$ cat config.mk
export PLATFORM = sky130hd
export DESIGN_NAME = ir_fifo_port_and_event_regs
export DESIGN_NICKNAME = d
export VERILOG_FILES = /design/src/logic/ir_pkg.sv /design/src/logic/ir_fifo_port_and_event_regs.sv /design/src/logic/ir_fifo.sv /design/src/logic/ir_event_sticky.sv
export VERILOG_INCLUDE_DIRS = /design/src /design/src/logic
export SDC_FILE = /design/constraint.sdc
export NUM_CORES = 1
export LEC_CHECK = 0
export BUFFER_PORTS_ARGS = -buffer_cell sky130_fd_sc_hd__buf_2
export CORE_ASPECT_RATIO = 0.75
export CORE_MARGIN = 4
export CORE_UTILIZATION = 55
export CTS_CLUSTER_SIZE = 8
export DETAILED_ROUTE_END_ITERATION = 16
export GPL_TIMING_DRIVEN = 0
export PLACE_DENSITY = 0.76
export SLEW_MARGIN = 25
export SYNTH_ARGS = -nofsm -noshare
export SYNTH_HDL_FRONTEND = slang
export SYNTH_SLANG_ARGS = --single-unit
export TNS_END_PERCENT = 100
$ cat constraint.sdc
create_clock -name ref_clk -period 2.6 [get_ports ref_clk]
set_input_delay 0.39 -clock ref_clk [delete_from_list [all_inputs] [get_ports ref_clk]]
set_output_delay 0.39 -clock ref_clk [all_outputs]
set_load 0.02 [all_outputs]
$ cat src/logic/ir_params.svh
// Purpose: Register offsets, field positions and reset values of the data port and event block.
// Assumes: Included by bare name from every file that needs it.
// Notes: Definitions only.
`ifndef IR_PARAMS_SVH
`define IR_PARAMS_SVH

// ----------------------------------------------------------------
// Register offsets
// ----------------------------------------------------------------
`define ADDR_DATA_PORT 4'h0
`define ADDR_INT_ENABLE 4'h1
`define ADDR_EVENT_FLAGS 4'h2

// ----------------------------------------------------------------
// Event and enable bit positions
// ----------------------------------------------------------------
`define EV_LINE_ERR 0
`define EV_OVERRUN 1
`define EV_CRC_ERR 2
`define EV_MAX_LEN 3
`define EV_FRAME_END 4
`define EV_RX_LEVEL 5
`define EV_TX_LOW 6
`define EV_TX_EMPTY 7

// ----------------------------------------------------------------
// Reset values and masks
// ----------------------------------------------------------------
`define INT_ENABLE_RESET 8'h00
`define EVENT_FLAGS_RESET 8'h00
`define CLEAR_ON_READ_MASK 8'h9F
`define DATA_PORT_RESET 8'h00
`define FIFO_DEPTH_DEFAULT 8

`endif

$ cat src/logic/ir_pkg.sv
// Purpose: Types shared by the data port and event block.
// Assumes: Nothing.
// Notes: Constants live in ir_params.svh.
`default_nettype none

package ir_pkg;
    typedef enum logic [1:0] {MODE_SIR, MODE_EXT_SIR, MODE_MIR, MODE_FIR} ir_mode_t;
    typedef enum logic [1:0] {DIR_IDLE, DIR_SEND, DIR_RECV} dir_t;
endpackage

`default_nettype wire

$ cat src/logic/ir_fifo_port_and_event_regs.sv
// Purpose: Host data port, interrupt enable and event registers of the infrared controller.
// Assumes: Host strobes are synchronous to ref_clk; the line coder sits on the link ports.
// Notes: The other control registers live outside and arrive here as plain inputs.
`timescale 1ns/1ps
`default_nettype none
`include "ir_params.svh"

module ir_fifo_port_and_event_regs
    import ir_pkg::*;
#(
    parameter int DEPTH = `FIFO_DEPTH_DEFAULT,
    parameter int LEVEL_W = $clog2(DEPTH + 1)
) (
    // Clock and reset
    input wire logic ref_clk,
    input wire logic rst_b,
    // Host parallel bus
    input wire logic cs_b,
    input wire logic rd_b,
    input wire logic wr_b,
    input wire logic [3:0] addr,
    input wire logic [7:0] data_in,
    output logic [7:0] data_out,
    output logic data_oe,
    // Interrupt
    output logic intr,
    // Settings held by the other control registers
    input wire ir_mode_t ir_mode,
    input wire logic tx_enable,
    input wire logic rx_enable,
    input wire logic fifo_clear_set,
    input wire logic [3:0] rx_threshold,
    input wire logic [3:0] tx_threshold,
    input wire logic [11:0] max_frame_size,
    output logic fifo_clear_bit,
    output logic [LEVEL_W-1:0] fifo_level,
    // Transmit shifter side
    output logic [7:0] tx_byte,
    output logic tx_valid,
    input wire logic tx_ready,
    input wire logic tx_shift_empty,
    // Receive shifter side
    input wire logic [7:0] rx_byte,
    input wire logic rx_byte_valid,
    input wire logic rx_byte_last,
    output logic rx_fifo_ready,
    input wire logic rx_framing_err,
    input wire logic rx_abort_seq,
    input wire logic rx_encode_err,
    input wire logic rx_crc_err,
    input wire logic rx_timeout
);
    // ----------------------------------------------------------------
    // Declarations
    // ----------------------------------------------------------------
    dir_t dir;
    logic rd_act;
    logic wr_act;
    logic rd_act_q;
    logic wr_act_q;
    logic rd_start;
    logic wr_start;
    logic [7:0] interrupt_enable;
    logic [7:0] event_flags;
    logic [7:0] set_ev;
    logic [7:0] clear_ev;
    logic fifo_in_valid;
    logic fifo_in_ready;
    logic [8:0] fifo_in_data;
    logic fifo_out_valid;
    logic fifo_out_ready;
    logic [8:0] fifo_out_data;
    logic host_pop;
    logic [11:0] frame_bytes;
    logic timeout_pending;
    logic frame_end_at_bottom;
    logic frame_end_at_bottom_q;
    logic tx_drained;
    logic tx_drained_q;
    logic rx_level_cond;
    logic tx_low_cond;
    logic line_err;
    logic sir_mode;

    // ----------------------------------------------------------------
    // Direction and host strobes
    // ----------------------------------------------------------------
    always_comb
    begin
        if (rx_enable)
        begin
            dir = DIR_RECV;
        end
        else if (tx_enable)
        begin
            dir = DIR_SEND;
        end
        else
        begin
            dir = DIR_IDLE;
        end
    end

    assign sir_mode = (ir_mode == MODE_SIR);
    assign rd_act = ~cs_b & ~rd_b;
    assign wr_act = ~cs_b & ~wr_b;
    // An access acts once, on the first cycle of its strobe.
    assign rd_start = rd_act & ~rd_act_q;
    assign wr_start = wr_act & ~wr_act_q;

    always_ff @(posedge ref_clk or negedge rst_b)
    begin
        if (!rst_b)
        begin
            rd_act_q <= 1'b0;
            wr_act_q <= 1'b0;
        end
        else
        begin
            rd_act_q <= rd_act;
            wr_act_q <= wr_act;
        end
    end

    // Only this block's three addresses are driven; the rest belong elsewhere.
    assign data_oe = rd_act && (addr == `ADDR_DATA_PORT || addr == `ADDR_INT_ENABLE ||
                                addr == `ADDR_EVENT_FLAGS);

    // ----------------------------------------------------------------
    // FIFO path
    // ----------------------------------------------------------------
    // receive-mode read pops
    assign host_pop = rd_start && addr == `ADDR_DATA_PORT && dir == DIR_RECV &&
                      fifo_out_valid;

    always_comb
    begin
        if (dir == DIR_RECV)
        begin
            fifo_in_valid = rx_byte_valid;
            fifo_in_data = {rx_byte_last, rx_byte};
            fifo_out_ready = host_pop;
        end
        else
        begin
            fifo_in_valid = wr_start && addr == `ADDR_DATA_PORT;
            fifo_in_data = {1'b0, data_in};
            fifo_out_ready = (dir == DIR_SEND) & tx_ready;
        end
    end

    assign rx_fifo_ready = (dir == DIR_RECV) & fifo_in_ready & ~fifo_clear_bit;
    assign tx_valid = (dir == DIR_SEND) & fifo_out_valid & ~fifo_clear_bit;
    assign tx_byte = fifo_out_data[7:0];

    ir_fifo #(
        .WIDTH(9),
        .DEPTH(DEPTH),
        .LEVEL_W(LEVEL_W)
    ) u_fifo (
        .ref_clk(ref_clk),
        .rst_b(rst_b),
        .flush(fifo_clear_bit),
        .in_valid(fifo_in_valid),
        .in_ready(fifo_in_ready),
        .in_data(fifo_in_data),
        .out_valid(fifo_out_valid),
        .out_ready(fifo_out_ready),
        .out_data(fifo_out_data),
        .level(fifo_level)
    );

    // ----------------------------------------------------------------
    // FIFO clear
    // ----------------------------------------------------------------
    // The shifters are outside this block; a clear only holds off tx_valid and rx_fifo_ready to them.
    always_ff @(posedge ref_clk or negedge rst_b)
    begin
        if (!rst_b)
        begin
            fifo_clear_bit <= 1'b0;
        end
        else if (fifo_clear_set)
        begin
            fifo_clear_bit <= 1'b1;
        end
        else if (fifo_clear_bit && fifo_level == '0)
        begin
            fifo_clear_bit <= 1'b0;
        end
    end

    // ----------------------------------------------------------------
    // Register reads and writes
    // ----------------------------------------------------------------
    // enable register
    always_ff @(posedge ref_clk or negedge rst_b)
    begin
        if (!rst_b)
        begin
            interrupt_enable <= `INT_ENABLE_RESET;
        end
        else if (wr_start && addr == `ADDR_INT_ENABLE)
        begin
            interrupt_enable <= data_in;
        end
    end

    always_ff @(posedge ref_clk or negedge rst_b)
    begin
        if (!rst_b)
        begin
            data_out <= `DATA_PORT_RESET;
        end
        else if (fifo_clear_bit)
        begin
            data_out <= `DATA_PORT_RESET;
        end
        else if (rd_start)
        begin
            unique case (addr)
                `ADDR_DATA_PORT: data_out <= host_pop ? fifo_out_data[7:0] : `DATA_PORT_RESET;
                `ADDR_INT_ENABLE: data_out <= interrupt_enable;
                `ADDR_EVENT_FLAGS: data_out <= event_flags;
                default: data_out <= `DATA_PORT_RESET;
            endcase
        end
    end

    // ----------------------------------------------------------------
    // Event sources
    // ----------------------------------------------------------------
    // mode-selected error
    always_comb
    begin
        unique case (ir_mode)
            MODE_SIR, MODE_EXT_SIR: line_err = rx_framing_err;
            MODE_MIR: line_err = rx_abort_seq;
            MODE_FIR: line_err = rx_encode_err;
        endcase
    end

    always_ff @(posedge ref_clk or negedge rst_b)
    begin
        if (!rst_b)
        begin
            frame_bytes <= '0;
        end
        else if (dir != DIR_RECV || (rx_byte_valid && rx_byte_last))
        begin
            frame_bytes <= '0;
        end
        else if (rx_byte_valid && frame_bytes != 12'hFFF)
        begin
            frame_bytes <= frame_bytes + 12'h001;
        end
    end

    always_ff @(posedge ref_clk or negedge rst_b)
    begin
        if (!rst_b)
        begin
            timeout_pending <= 1'b0;
        end
        else if (rx_timeout)
        begin
            timeout_pending <= 1'b1;
        end
        else if (host_pop)
        begin
            timeout_pending <= 1'b0;
        end
    end

    // Edge detectors keep read-cleared flags from re-arming on a standing level.
    assign frame_end_at_bottom = (dir == DIR_RECV) & fifo_out_valid & fifo_out_data[8];
    assign tx_drained = (dir == DIR_SEND) & ~fifo_out_valid & tx_shift_empty;

    always_ff @(posedge ref_clk or negedge rst_b)
    begin
        if (!rst_b)
        begin
            frame_end_at_bottom_q <= 1'b0;
            tx_drained_q <= 1'b0;
        end
        else
        begin
            frame_end_at_bottom_q <= frame_end_at_bottom;
            tx_drained_q <= tx_drained;
        end
    end

    assign rx_level_cond = (fifo_level >= LEVEL_W'(rx_threshold)) | timeout_pending;
    assign tx_low_cond = (dir != DIR_RECV) & (fifo_level < LEVEL_W'(tx_threshold));

    // ----------------------------------------------------------------
    // Event register
    // ----------------------------------------------------------------
    // set regardless of enable
    always_comb
    begin
        set_ev = 8'h00;
        set_ev[`EV_LINE_ERR] = line_err;
        set_ev[`EV_OVERRUN] = (dir == DIR_RECV) & rx_byte_valid & ~rx_fifo_ready;
        set_ev[`EV_CRC_ERR] = rx_crc_err & ~sir_mode;
        set_ev[`EV_MAX_LEN] = (dir == DIR_RECV) & rx_byte_valid &
                              (frame_bytes == max_frame_size);
        set_ev[`EV_FRAME_END] = frame_end_at_bottom & ~frame_end_at_bottom_q & ~sir_mode;
        set_ev[`EV_RX_LEVEL] = rx_level_cond;
        set_ev[`EV_TX_LOW] = tx_low_cond;
        set_ev[`EV_TX_EMPTY] = tx_drained & ~tx_drained_q;
    end

    always_comb
    begin
        clear_ev = 8'h00;
        if (rd_start && addr == `ADDR_EVENT_FLAGS)
        begin
            clear_ev = `CLEAR_ON_READ_MASK;
        end
        clear_ev[`EV_RX_LEVEL] = ~rx_level_cond;
        clear_ev[`EV_TX_LOW] = ~tx_low_cond;
    end

    ir_event_sticky #(
        .WIDTH(8)
    ) u_events (
        .ref_clk(ref_clk),
        .rst_b(rst_b),
        .set_ev(set_ev),
        .clear_ev(clear_ev),
        .flags(event_flags)
    );

    // ----------------------------------------------------------------
    // Interrupt
    // ----------------------------------------------------------------
    // enabled events OR
    assign intr = |(event_flags & interrupt_enable);
endmodule // ir_fifo_port_and_event_regs

`default_nettype wire

$ cat src/logic/ir_fifo.sv
// Purpose: Shared transmit/receive FIFO with valid/ready on both sides.
// Assumes: Single clock; flush has priority over push and pop.
// Notes: Head word comes straight from the storage flops.
`timescale 1ns/1ps
`default_nettype none

module ir_fifo #(
    parameter int WIDTH = 9,
    parameter int DEPTH = 8,
    parameter int LEVEL_W = $clog2(DEPTH + 1)
) (
    // Clock and reset
    input wire logic ref_clk,
    input wire logic rst_b,
    input wire logic flush,
    // Fill side
    input wire logic in_valid,
    output logic in_ready,
    input wire logic [WIDTH-1:0] in_data,
    // Drain side
    output logic out_valid,
    input wire logic out_ready,
    output logic [WIDTH-1:0] out_data,
    output logic [LEVEL_W-1:0] level
);
    localparam int PTR_W = (DEPTH > 1) ? $clog2(DEPTH) : 1;

    logic [WIDTH-1:0] mem [DEPTH];
    logic [PTR_W-1:0] wr_ptr;
    logic [PTR_W-1:0] rd_ptr;
    logic push;
    logic pop;

    assign in_ready = (level != LEVEL_W'(DEPTH));
    assign out_valid = (level != '0);
    assign push = in_valid & in_ready & ~flush;
    assign pop = out_valid & out_ready & ~flush;
    assign out_data = mem[rd_ptr];

    always_ff @(posedge ref_clk)
    begin
        if (push)
        begin
            mem[wr_ptr] <= in_data;
        end
    end

    always_ff @(posedge ref_clk or negedge rst_b)
    begin
        if (!rst_b)
        begin
            wr_ptr <= '0;
            rd_ptr <= '0;
            level <= '0;
        end
        else if (flush)
        begin
            wr_ptr <= '0;
            rd_ptr <= '0;
            level <= '0;
        end
        else
        begin
            if (push)
            begin
                wr_ptr <= (wr_ptr == PTR_W'(DEPTH - 1)) ? '0 : wr_ptr + 1'b1;
            end
            if (pop)
            begin
                rd_ptr <= (rd_ptr == PTR_W'(DEPTH - 1)) ? '0 : rd_ptr + 1'b1;
            end
            if (push && !pop)
            begin
                level <= level + 1'b1;
            end
            else if (pop && !push)
            begin
                level <= level - 1'b1;
            end
        end
    end
endmodule // ir_fifo

`default_nettype wire

$ cat src/logic/ir_event_sticky.sv
// Purpose: Sticky event bits with per-bit set and clear.
// Assumes: Set and clear are one-cycle terms from the same clock.
// Notes: A set in the clearing cycle wins, so no event is lost.
`timescale 1ns/1ps
`default_nettype none
`include "ir_params.svh"

module ir_event_sticky #(
    parameter int WIDTH = 8
) (
    // Clock and reset
    input wire logic ref_clk,
    input wire logic rst_b,
    // Events
    input wire logic [WIDTH-1:0] set_ev,
    input wire logic [WIDTH-1:0] clear_ev,
    output logic [WIDTH-1:0] flags
);
    genvar i;
    generate
        for (i = 0; i < WIDTH; i++)
        begin : g_bit
            always_ff @(posedge ref_clk or negedge rst_b)
            begin
                if (!rst_b)
                begin
                    flags[i] <= 1'b0;
                end
                else if (set_ev[i])
                begin
                    flags[i] <= 1'b1;
                end
                else if (clear_ev[i])
                begin
                    flags[i] <= 1'b0;
                end
            end
        end
    endgenerate
endmodule // ir_event_sticky

`default_nettype wire

==> metrics, run 1 <==
diode count=0; synthesis warning total=0; DP Cell Count=642; Critical Path RT=approximately 2200 ps; DRC=0; buffer depth of the longest clock path=2; Boundary Pins=84; sw frac=between 20% and 30%; CTS tree=built; via total after detailed routing=4017; post-synthesis cell type count=58; post-synth net total=492; final wirelength=13.9 mm; antenna violations before repair=0; Buffers on Ports=82; R2R Setup Slk=210 ps; maximum achievable frequency=0.400 GHz; Critical Path Start Type=flip-flop; design area=about 7200 um^2; Critical Path Sink Type=output pin; Initial Util=56.4%; DIE HEIGHT=between 90 and 100 um; Root Buffer Master=clkbuf_16; Reg2Reg Depth=5; NetSw=0.00165 W; largest net degree at the start of global routing=53; number of synthesized register bits=between 100 and 150; area post-placement=6470 um^2; Hold Buf Count CTS=0; Fin. Hold Viols=0; Final Slew Violations=0; synthesized instance count=418; Final nets=601; RSZ-0062 raised after global routing=no; Final Non-Filler Cells=676; chip width=127 um; PD cells=852 nW/um^2; Max-slew headroom=31.9%; Clk pin slew, worst setup/hold paths=roughly 50 ps; worst-path fanout max=10; worst setup margin=slightly above 100 ps; core area=10300 um^2; Via density=between 5 and 6; final hold slack=between 1 and 1.5 ps; crit path time final=2500 ps; RR Startpoint=u_fifo.level[3]$_DFFE_PN0P_; Crit path arrival time=roughly 2100 ps; share of cells above drive strength 1=33.3%; clock skew=7.40 ps; Num CTS Buffers=17; Lkg Pwr=2.90 nW; worst hold path class=in -> async; reg-to-reg endpoint=u_fifo.mem[2][4]$_DFFE_PP_; period utilization=96.1%; placer congestion estimate=0.850; status=finished clean; Worst IR Drop VDD=0.557 mV; gr ovfl total=0; combinational fraction of design power=19.6%; WL/cell=about 21 um; DR pass1 iterations=6; post-synthesis cell area=5810 um^2; Top FF cell, synth=edfxtp_1; Rows=32; Area Growth Syn to Fin=23.4%; Crit Path Category=reg -> out; ys async rst share=41.9%; Antenna Nets Post-Route=0; Skew-Pair Late Insertion Delay=between 400 and 500 ps; Mean Syn Cell Area=13.9 um^2; initial detailed-routing violation count=345; H-tree depth=4; first-pass GRT wire length=22.2 mm; register area share after synthesis=59.6%; GRT Resource Usage Total=24.0%; Final setup viols=0; MaxCap Viol Count=0; DIE AREA=12300 um^2; HPWL Detailed=just under 10 mm; vias in the first global route=4116; clock share of power=41.3%; area occupied by multi-input gates=2260 um^2; Num Clock Sinks=around 120; number of enable flip-flop cells after synthesis=72; pre-CTS setup slack=-474 ps; Internal=0.00445 W; number of fill cells=689; part of the power in registers=39.1%; slew at the pin closest to its max-slew limit=1020 ps; FF+latch area=~3500 um^2
cells in the mapped netlist, types with 4 or more instances:
cell type,number,area (um^2)
inv_1,22,82.6
edfxtp_1,72,2160
mux2i_1,14,140
o21ai_0,16,80.1
buf_2,5,25.0
buf_1,4,15.0
a22o_1,12,105
nand2_1,20,75.1
nand3_1,6,30.0
mux2_2,17,191
xor2_1,9,78.8
clkbuf_1,4,15.0
nor3_1,9,45.0
and3_1,4,25.0
ha_1,14,175
xnor2_1,9,78.8
nand2b_1,5,31.3
a22oi_1,12,90.1
nor2_1,30,113
a21oi_1,6,30.0
nor2b_1,4,25.0
dfrtp_1,52,1300
mux4_2,18,405
nand4_1,6,37.5
how the worst max path moves through the flow:
stage,from,to,slack [ps],cells past startpoint
2_1_floorplan,addr[1],u_fifo.level[3]$_DFFE_PN0P_,40,10
3_3_place_gp,addr[1],u_fifo.mem[0][2]$_DFFE_PP_,-1120,5
3_5_place_dp,addr[1],u_fifo.level[3]$_DFFE_PN0P_,-470,11
4_1_cts,u_fifo.level[1]$_DFFE_PN0P_,u_fifo.level[3]$_DFFE_PN0P_,70,9
5_1_grt,u_fifo.rd_ptr[2]$_DFFE_PN0P_,tx_byte[1],0.8,4
6_report,u_fifo.rd_ptr[2]$_DFFE_PN0P_,tx_byte[5],100,4
power by group through the flow:
| stage | clock network (W) | registers (W) | logic, W |
|---|---|---|---|
| after floorplan | 0 | 0.00240 | 0.000731 |
| after global placement | 0 | 0.00238 | 0.00108 |
| after detailed placement | 0 | 0.00239 | 0.00112 |
| after CTS | 0.00254 | 0.00237 | 0.00115 |
| after global routing | 0.00264 | 0.00240 | 0.00132 |
| final | 0.00252 | 0.00239 | 0.00120 |
layer usage:
metal	routed length [um]	GRT usage (%)
met2	6610	35.5
met3	1100	6.57
met4	247	8.33
met5	0	0
met1	5930	34.6
registers in the layout (all words and copies together) (netlist names), 3 cells and up:
signal,count
u_fifo.rd_ptr,3
u_fifo.mem,72
u_events.flags,8
frame_bytes,12
u_fifo.wr_ptr,3
u_fifo.level,4
data_out,8
interrupt_enable,8
cells in the final DEF (no fill, tap or decap), types with 7 or more instances in the layout:
master / instances
nor2_1: 27
edfxtp_1: 72
xnor2_1: 9
nand2_1: 20
clkbuf_16: 17
buf_2: 84
a22oi_1: 12
mux2i_1: 13
xor2_1: 9
dfrtp_1: 52
a22o_1: 12
ha_1: 14
clkbuf_1: 8
inv_1: 22
mux2_2: 17
buf_6: 7
mux4_2: 18
o21ai_0: 15
stage by stage:
step                setup TNS, ps  util, %  total power [W]
floorplan                       0        -          0.00313
global placement           -43480     62.1          0.00346
detailed placement         -13320     62.9          0.00351
CTS                             0     69.2          0.00606
global route                    0     69.7          0.00636
finish                          0     69.7          0.00611
cell type report:
class	instances	share of cell area, %
tap	136	2.37
multi-input combinational	258	31.5
buffer	14	1.24
timing repair buffer	90	6.72
sequential	124	48.3
inverter	22	1.15
clock inverter	10	2.39
clock buffer	22	6.34
worst max-delay path, cell delays in order (launching register included):
cell and delay, ps:
dfrtp_1 350, buf_1 700, mux2i_1 390, inv_1 90
buf_2 170
what timing repair did:
| item | CTS | global route |
|---|---|---|
| endpoints found under the setup margin | 27 | 4 |
| gates resized for setup | 7 | 6 |
| buffers inserted | 0 | 2 |
| pin swaps | 0 | 2 |
cell families (layout without fill, tap and decap cells):
family / after synthesis / in the layout / share of synthesized area, %
and+or+nand+nor: 110 / 110 / 10.5
xor gates and xnor gates: 19 / 19 / 2.99
adders and majority gates: 15 / 15 / 3.36
AOI/OAI and AO/OA: 62 / 62 / 7.71
muxes: 52 / 52 / 13.3
DFF: 124 / 124 / 59.6
buffers and inverters: 36 / 158 / 2.56
No activity file was read; power rests on OpenSTA's default activity.
==> inputs of run 2 (changes only) <==
--- a/config.mk
+++ b/config.mk
@@ -6,6 +6,7 @@
 export SDC_FILE = /design/constraint.sdc
 export NUM_CORES = 1
 export LEC_CHECK = 0
+export ABC_AREA = 1
 export BUFFER_PORTS_ARGS = -buffer_cell sky130_fd_sc_hd__buf_2
 export CORE_ASPECT_RATIO = 0.75
 export CORE_MARGIN = 4
==> run 2 against run 1 <==
  * Power fell by 8.5%
  * Global-route usage grew 1.1 points
  * Routed wire length is 13% higher
  * Critical endpoint is now tx_byte[6]
==> metrics, run 2 <==
setup TNS=0 ps (unchanged); number of fill cells=830 (+20%); DRC=0 (unchanged); top cell type's share of synthesized area=34.8% (-2.4 points); vias in the first global route=4953 (+20%); buffer depth of the longest clock path=2 (unchanged); most frequent cells in the layout=nand2_1, buf_2, nor2_1; Num Clock Sinks=124 (unchanged); clock skew=9.31 ps (+1.91 ps); HPWL Detailed=11.4 mm (+18%); DR pass1 iterations=5 (-1); Top FF cell, synth=edfxtp_1; GRT Resource Usage Total=25.1% (+1.1 points); chip width=131 um (+3.2%); Root Buffer Master=clkbuf_16; Critical Path Start Type=flip-flop; ys async rst share=41.9% (unchanged); DIE HEIGHT=100 um (+3.1%); MaxCap Viol Count=0 (unchanged); worst hold path class=in -> async; PD cells=757 nW/um^2 (-11%); largest net degree at the start of global routing=53 (unchanged); number of enable flip-flop cells after synthesis=72 (unchanged); period utilization=96.7% (+0.61 points); core area=11000 um^2 (+6.7%); maximum achievable frequency=0.398 GHz (-0.64%); crit path time final=2510 ps (+16.0 ps); RR Startpoint=u_fifo.level[2]$_DFFE_PN0P_; worst setup path endpoint=tx_byte[6]; synth top area cells=edfxtp_1, dfrtp_1, nand2_1, nor2_1, inv_1; Antenna Nets Post-Route=0 (unchanged); max reg flops=72 (unchanged); DIE AREA=13100 um^2 (+6.4%); Final Slew Violations=0 (unchanged); Final Non-Filler Cells=905 (+34%); Hold Buf Count CTS=0 (unchanged); Fin. Hold Viols=0 (unchanged); register area share after synthesis=55.8% (-3.8 points); Reg2Reg Depth=15 (+10); DP Cell Count=873 (+36%); share of cells above drive strength 1=23.4% (-9.9 points); status=finished clean; Worst IR Drop VDD=0.512 mV (-8.1%); R2R Setup Slk=220 ps (about the same); slew at the pin closest to its max-slew limit=1010 ps (-13.5 ps); placer congestion estimate=0.903 (+6.2%); worst-path fanout max=10 (unchanged); worst setup margin=85.4 ps (-16.0 ps); initial detailed-routing violation count=530 (+54%); final wirelength=15.7 mm (+13%); Final nets=826 (+37%); synthesis warning total=0 (unchanged); Buffers on Ports=83 (+1.2%); Via density=5.61 (-5.5%); gr ovfl total=0 (unchanged); commonest non-fill, non-tap cell in the layout=nand2_1; Initial Util=56.5% (+0.072 points); Num CTS Buffers=17 (unchanged); Rows=33 (+3.1%); Resized Gates After CTS=0 (-7); Area Growth Syn to Fin=18.8%; Final setup viols=0 (unchanged); Synth area leader=edfxtp_1; RSZ-0062 raised after global routing=no; pre-CTS setup slack=50.8 ps (+525 ps); first-pass GRT wire length=24.9 mm (+12%); H-tree depth=4 (unchanged); Lkg Pwr=3.28 nW (+13%); Clk pin slew, worst setup/hold paths=60 ps (about the same); Crit path arrival time=2120 ps (about the same); WL/cell=17.3 um (-16%); Critical Path Sink Type=output pin; number of synthesized register bits=124 (unchanged); diode count=0 (unchanged); post-synthesis cell type count=47 (-19%); Critical Path Start=u_fifo.rd_ptr[1]$_DFFE_PN0P_; Max-slew headroom=32.2% (+0.37 points); post-synth net total=724 (+47%); synthesized instance count=650 (+56%); post-synthesis cell area=6210 um^2 (+6.9%); synth cell count leaders=nand2_1, nor2_1, edfxtp_1, inv_1, dfrtp_1; largest registers=u_fifo.mem (72), frame_bytes (12); most flop-heavy register=u_fifo.mem; CTS tree=built; count leader, synth=nand2_1; Boundary Pins=84 (unchanged); Critical Path RT=2210 ps (about the same); reg-to-reg endpoint=u_fifo.level[3]$_DFFE_PN0P_; Crit Path Category=reg -> out; Mean Syn Cell Area=9.55 um^2 (-31%); # Post-CTS Setup Buffers=0 (unchanged); Skew-Pair Late Insertion Delay=420 ps (about the same); antenna violations before repair=0 (unchanged); via total after detailed routing=5080 (+26%)
==> run 2: cell types whose count changed in the layout (fill, tap and decap cells not counted), sizes merged, moves of 18 or more <==
cell / change
o22ai: +24
nor2: +59
nand3: +20
nand2: +128
inv: +54
mux4: -18
mux2: -20
o21ai: +65
==> run 2: worst max-delay path: stages, from the launching register on <==
cell     delay (ps)
dfrtp_1         460
inv_2           180
buf_2           270
o21ai_1         110
o22ai_1         210
nand2_1         100
nand2_1         180
buf_2           200
==> run 2: layer usage <==
layer | GRT usage (%) | up-vias | wire length (um)
li1 | - | 2408 | -
met3 | 4.84 | 26 | 1290
met4 | 9.88 | 0 | 290
met1 | 36.0 | 2409 | 6920
met2 | 38.1 | 237 | 7190
met5 | 0 | - | 0
==> run 2: worst min path at each step <==
stage | from | end | slack [ps] | depth (start not counted)
final | rst_b | data_out[0]$_DFFE_PN0P_ | 10 | 1
after global routing | rst_b | data_out[4]$_DFFE_PN0P_ | 60 | 1
after CTS | rst_b | data_out[0]$_DFFE_PN0P_ | 20 | 1
after detailed placement | tx_drained_q$_DFF_PN0_ | u_events.flags[7]$_DFFE_PN0P_ | 440 | 1
after global placement | tx_drained_q$_DFF_PN0_ | u_events.flags[7]$_DFFE_PN0P_ | 430 | 1
after floorplan | rst_b | data_out[0]$_DFFE_PN0P_ | 90 | 0
==> run 2: cells by family (layout without fill, tap and decap cells) <==
family	count (synthesis)	count (layout)	synth area share, %
xor gates and xnor gates	9	9	1.27
AOI/OAI and AO/OA	130	130	11.9
and+or+nand+nor	283	283	21.7
adders and majority gates	15	15	3.14
buffers and inverters	89	204	6.19
DFF	124	124	55.8
==> run 2: area by class of cell <==
type                            instances  area [um^2]  area share, %
Timing Repair Buffer                   83          418           5.66
Inverter                               73          279           3.78
Tap cell                              140          175           2.37
Sequential cell                       124         3460           47.0
Buffer                                 16          105           1.42
Multi-Input combinational cell        437         2360           32.1
Clock buffer                           19          464           6.29
Clock inverter                         13          106           1.44
==> run 2: stage by stage <==
step | hold slack (ps) | utilization, % | total power, W | instance area [um^2]
2_1_floorplan | 94.4 | - | 0.00303 | 6210
3_3_place_gp | 428 | 61.9 | 0.00333 | 6800
3_5_place_dp | 439 | 61.9 | 0.00337 | 6800
4_1_cts | 20.6 | 67.1 | 0.00558 | 7370
5_1_grt | 62.6 | 67.2 | 0.00583 | 7380
6_report | 11.1 | 67.2 | 0.00558 | 7380
==> run 2: power by group <==
part | leakage, nW | switching [W] | total, W | internal [W]
clock | 0.282 | 0.000912 | 0.00223 | 0.00132
sequential | 1.32 | 0.0000936 | 0.00229 | 0.00219
combinational | 1.68 | 0.000705 | 0.00107 | 0.000361
total | 3.28 | 0.00171 | 0.00558 | 0.00387
==> inputs of run 3 (changes only) <==
--- a/config.mk
+++ b/config.mk
@@ -9,7 +9,7 @@
 export ABC_AREA = 1
 export BUFFER_PORTS_ARGS = -buffer_cell sky130_fd_sc_hd__buf_2
 export CORE_ASPECT_RATIO = 0.75
-export CORE_MARGIN = 4
+export CORE_MARGIN = 10
 export CORE_UTILIZATION = 55
 export CTS_CLUSTER_SIZE = 8
 export DETAILED_ROUTE_END_ITERATION = 16
==> run 3 against run 2 <==
  * Non-clock buffer count unchanged
  * Count of clock-buffer cells in the layout increased by 2
  * Final cell count unchanged
  * Hold slack got worse by 0.90 ps
  * Via count increased by 2.2%
  * Critical endpoint is now tx_byte[1]
  * Clock power increased by 9.9%
  * Maximum frequency increased by 2.2%
  * Largest power group is now the clock network
==> metrics, run 3 (synthesis results as in run 2) <==
RSZ-0062 raised after global routing=no; share of cells above drive strength 1=23.1% (-0.26 points); Critical Path Start Type=flip-flop; clock skew=8.66 ps (-0.654 ps); largest net degree at the start of global routing=53 (unchanged); max reg flops=72 (unchanged); Initial Util=56.5% (unchanged); HPWL Detailed=12.0 mm (+4.8%); DR pass1 iterations=5 (unchanged); Crit Path Category=reg -> out; Crit path arrival time=2070 ps (-50 ps); Fin. Hold Viols=0 (unchanged); Final Non-Filler Cells=905 (unchanged); most flop-heavy register=u_fifo.mem; CTS tree=built; Final nets=826 (unchanged); slew at the pin closest to its max-slew limit=1100 ps (+95.8 ps); core area=11000 um^2 (unchanged); Root Buffer Master=clkbuf_16; diode count=0 (unchanged); buffer depth of the longest clock path=2 (unchanged); PD cells=785 nW/um^2 (+3.7%); # Post-CTS Setup Buffers=0 (unchanged); first-pass GRT wire length=26.1 mm (+4.9%); worst hold path class=in -> async; Buffers on Ports=83 (unchanged); via total after detailed routing=5192 (+2.2%); status=finished clean; DIE AREA=16000 um^2 (+22%); initial detailed-routing violation count=517 (-2.5%); worst setup margin=139 ps (+53.2 ps); placer congestion estimate=0.964 (+6.7%); setup TNS=0 ps (unchanged); Critical Path Start=u_fifo.rd_ptr[0]$_DFFE_PN0P_; Worst IR Drop VDD=0.440 mV (-14%); Critical Path Sink Type=output pin; gr ovfl total=0 (unchanged); design area=7420 um^2 (+0.64%); chip width=143 um (+9.2%); crit path time final=2460 ps (-53.2 ps); Rows=33 (unchanged); DRC=0 (unchanged); antenna violations before repair=0 (unchanged); MaxCap Viol Count=0 (unchanged); pre-CTS setup slack=54.7 ps (+3.94 ps); Util after Layout=67.6% (+0.43 points); Num Clock Sinks=124 (unchanged); Clk pin slew, worst setup/hold paths=60 ps (about the same); WL/cell=18.5 um (+6.9%); final wirelength=16.8 mm (+6.9%); Lkg Pwr=3.31 nW (+0.79%); largest registers=u_fifo.mem (72), frame_bytes (12); Final Slew Violations=0 (unchanged); Hold Buf Count CTS=0 (unchanged); vias in the first global route=4998 (+0.91%); area post-placement=6800 um^2 (unchanged); DP Cell Count=873 (unchanged); DIE HEIGHT=112 um (+12%); Resized Gates After CTS=0 (unchanged); Num CTS Buffers=17 (unchanged); Max-slew headroom=25.8% (-6.5 points); GRT Resource Usage Total=20.7% (-4.4 points); Via density=5.74 (+2.2%); maximum achievable frequency=0.406 GHz (+2.2%); RR Startpoint=u_fifo.level[3]$_DFFE_PN0P_; Area Growth Syn to Fin=19.6%; period utilization=94.7% (-2.0 points); Final setup viols=0 (unchanged); Boundary Pins=84 (unchanged); H-tree depth=4 (unchanged); most frequent cells in the layout=nand2_1, buf_2, nor2_1; Antenna Nets Post-Route=0 (unchanged); Skew-Pair Late Insertion Delay=410 ps (about the same); Critical Path RT=2210 ps (about the same); worst-path fanout max=10 (unchanged); commonest non-fill, non-tap cell in the layout=nand2_1
==> run 3: cell count changes in the layout (fill, tap and decap cells not counted) <==
cell | previous run | this run
dfrtp_2 | 1 | 0
bufinv_16 | 0 | 2
clkinv_4 | 6 | 2
inv_8 | 1 | 0
clkbuf_1 | 4 | 5
clkbuf_16 | 18 | 19
inv_4 | 4 | 5
dfrtp_1 | 51 | 52
==> run 3: critical path, stage by stage, from the launching register on <==
cell	delay (ps)
dfrtp_1	380
clkbuf_1	420
o21ai_0	210
o22ai_1	240
nand2_1	90
nand2_1	140
buf_2	180
==> run 3: stage by stage <==
step | hold slack (ps) | power (W)
5_1_grt | 58.0 | 0.00605
4_1_cts | 34.8 | 0.00582
6_report | 10.2 | 0.00583
3_3_place_gp | 431 | 0.00333
2_1_floorplan | 94.4 | 0.00303
3_5_place_dp | 443 | 0.00338
==> run 3: path summary, 6_finish.rpt <==
path,to,slack (ps),depth (start not counted)
min in group ref_clk,timeout_pending$_DFFE_PN0P_,150,2
max in group asynchronous,frame_bytes[3]$_DFFE_PN0P_,2130,1
min reg2reg,u_events.flags[7]$_DFFE_PN0P_,440,1
min,data_out[4]$_DFFE_PN0P_,10,1
max,tx_byte[1],140,6
max reg2reg,u_fifo.level[3]$_DFFE_PN0P_,190,15
==> run 3: routing by layer <==
layer,up-vias,routed length [um],global-route usage (%)
met3,21,1560,5.27
met4,0,205,6.17
met1,2492,7050,27.6
met2,268,7960,32.6
met5,-,0,0
li1,2411,-,-
==> run 3: final cells by class <==
cell class / count / area (um^2)
plain buffers: 16 / 105
clock buffers: 21 / 493
clock inverters: 11 / 126
fillers: 847 / 3560
inverters: 73 / 279
multi-input cells: 437 / 2360
flip-flops and latches: 124 / 3460
well taps: 140 / 175
repair buffers: 83 / 418
==> run 3: where the power goes <==
group / internal [W] / switching, W
logic: 0.000364 / 0.000722
registers: 0.00219 / 0.0000932
clock network: 0.00156 / 0.000892
total: 0.00412 / 0.00171
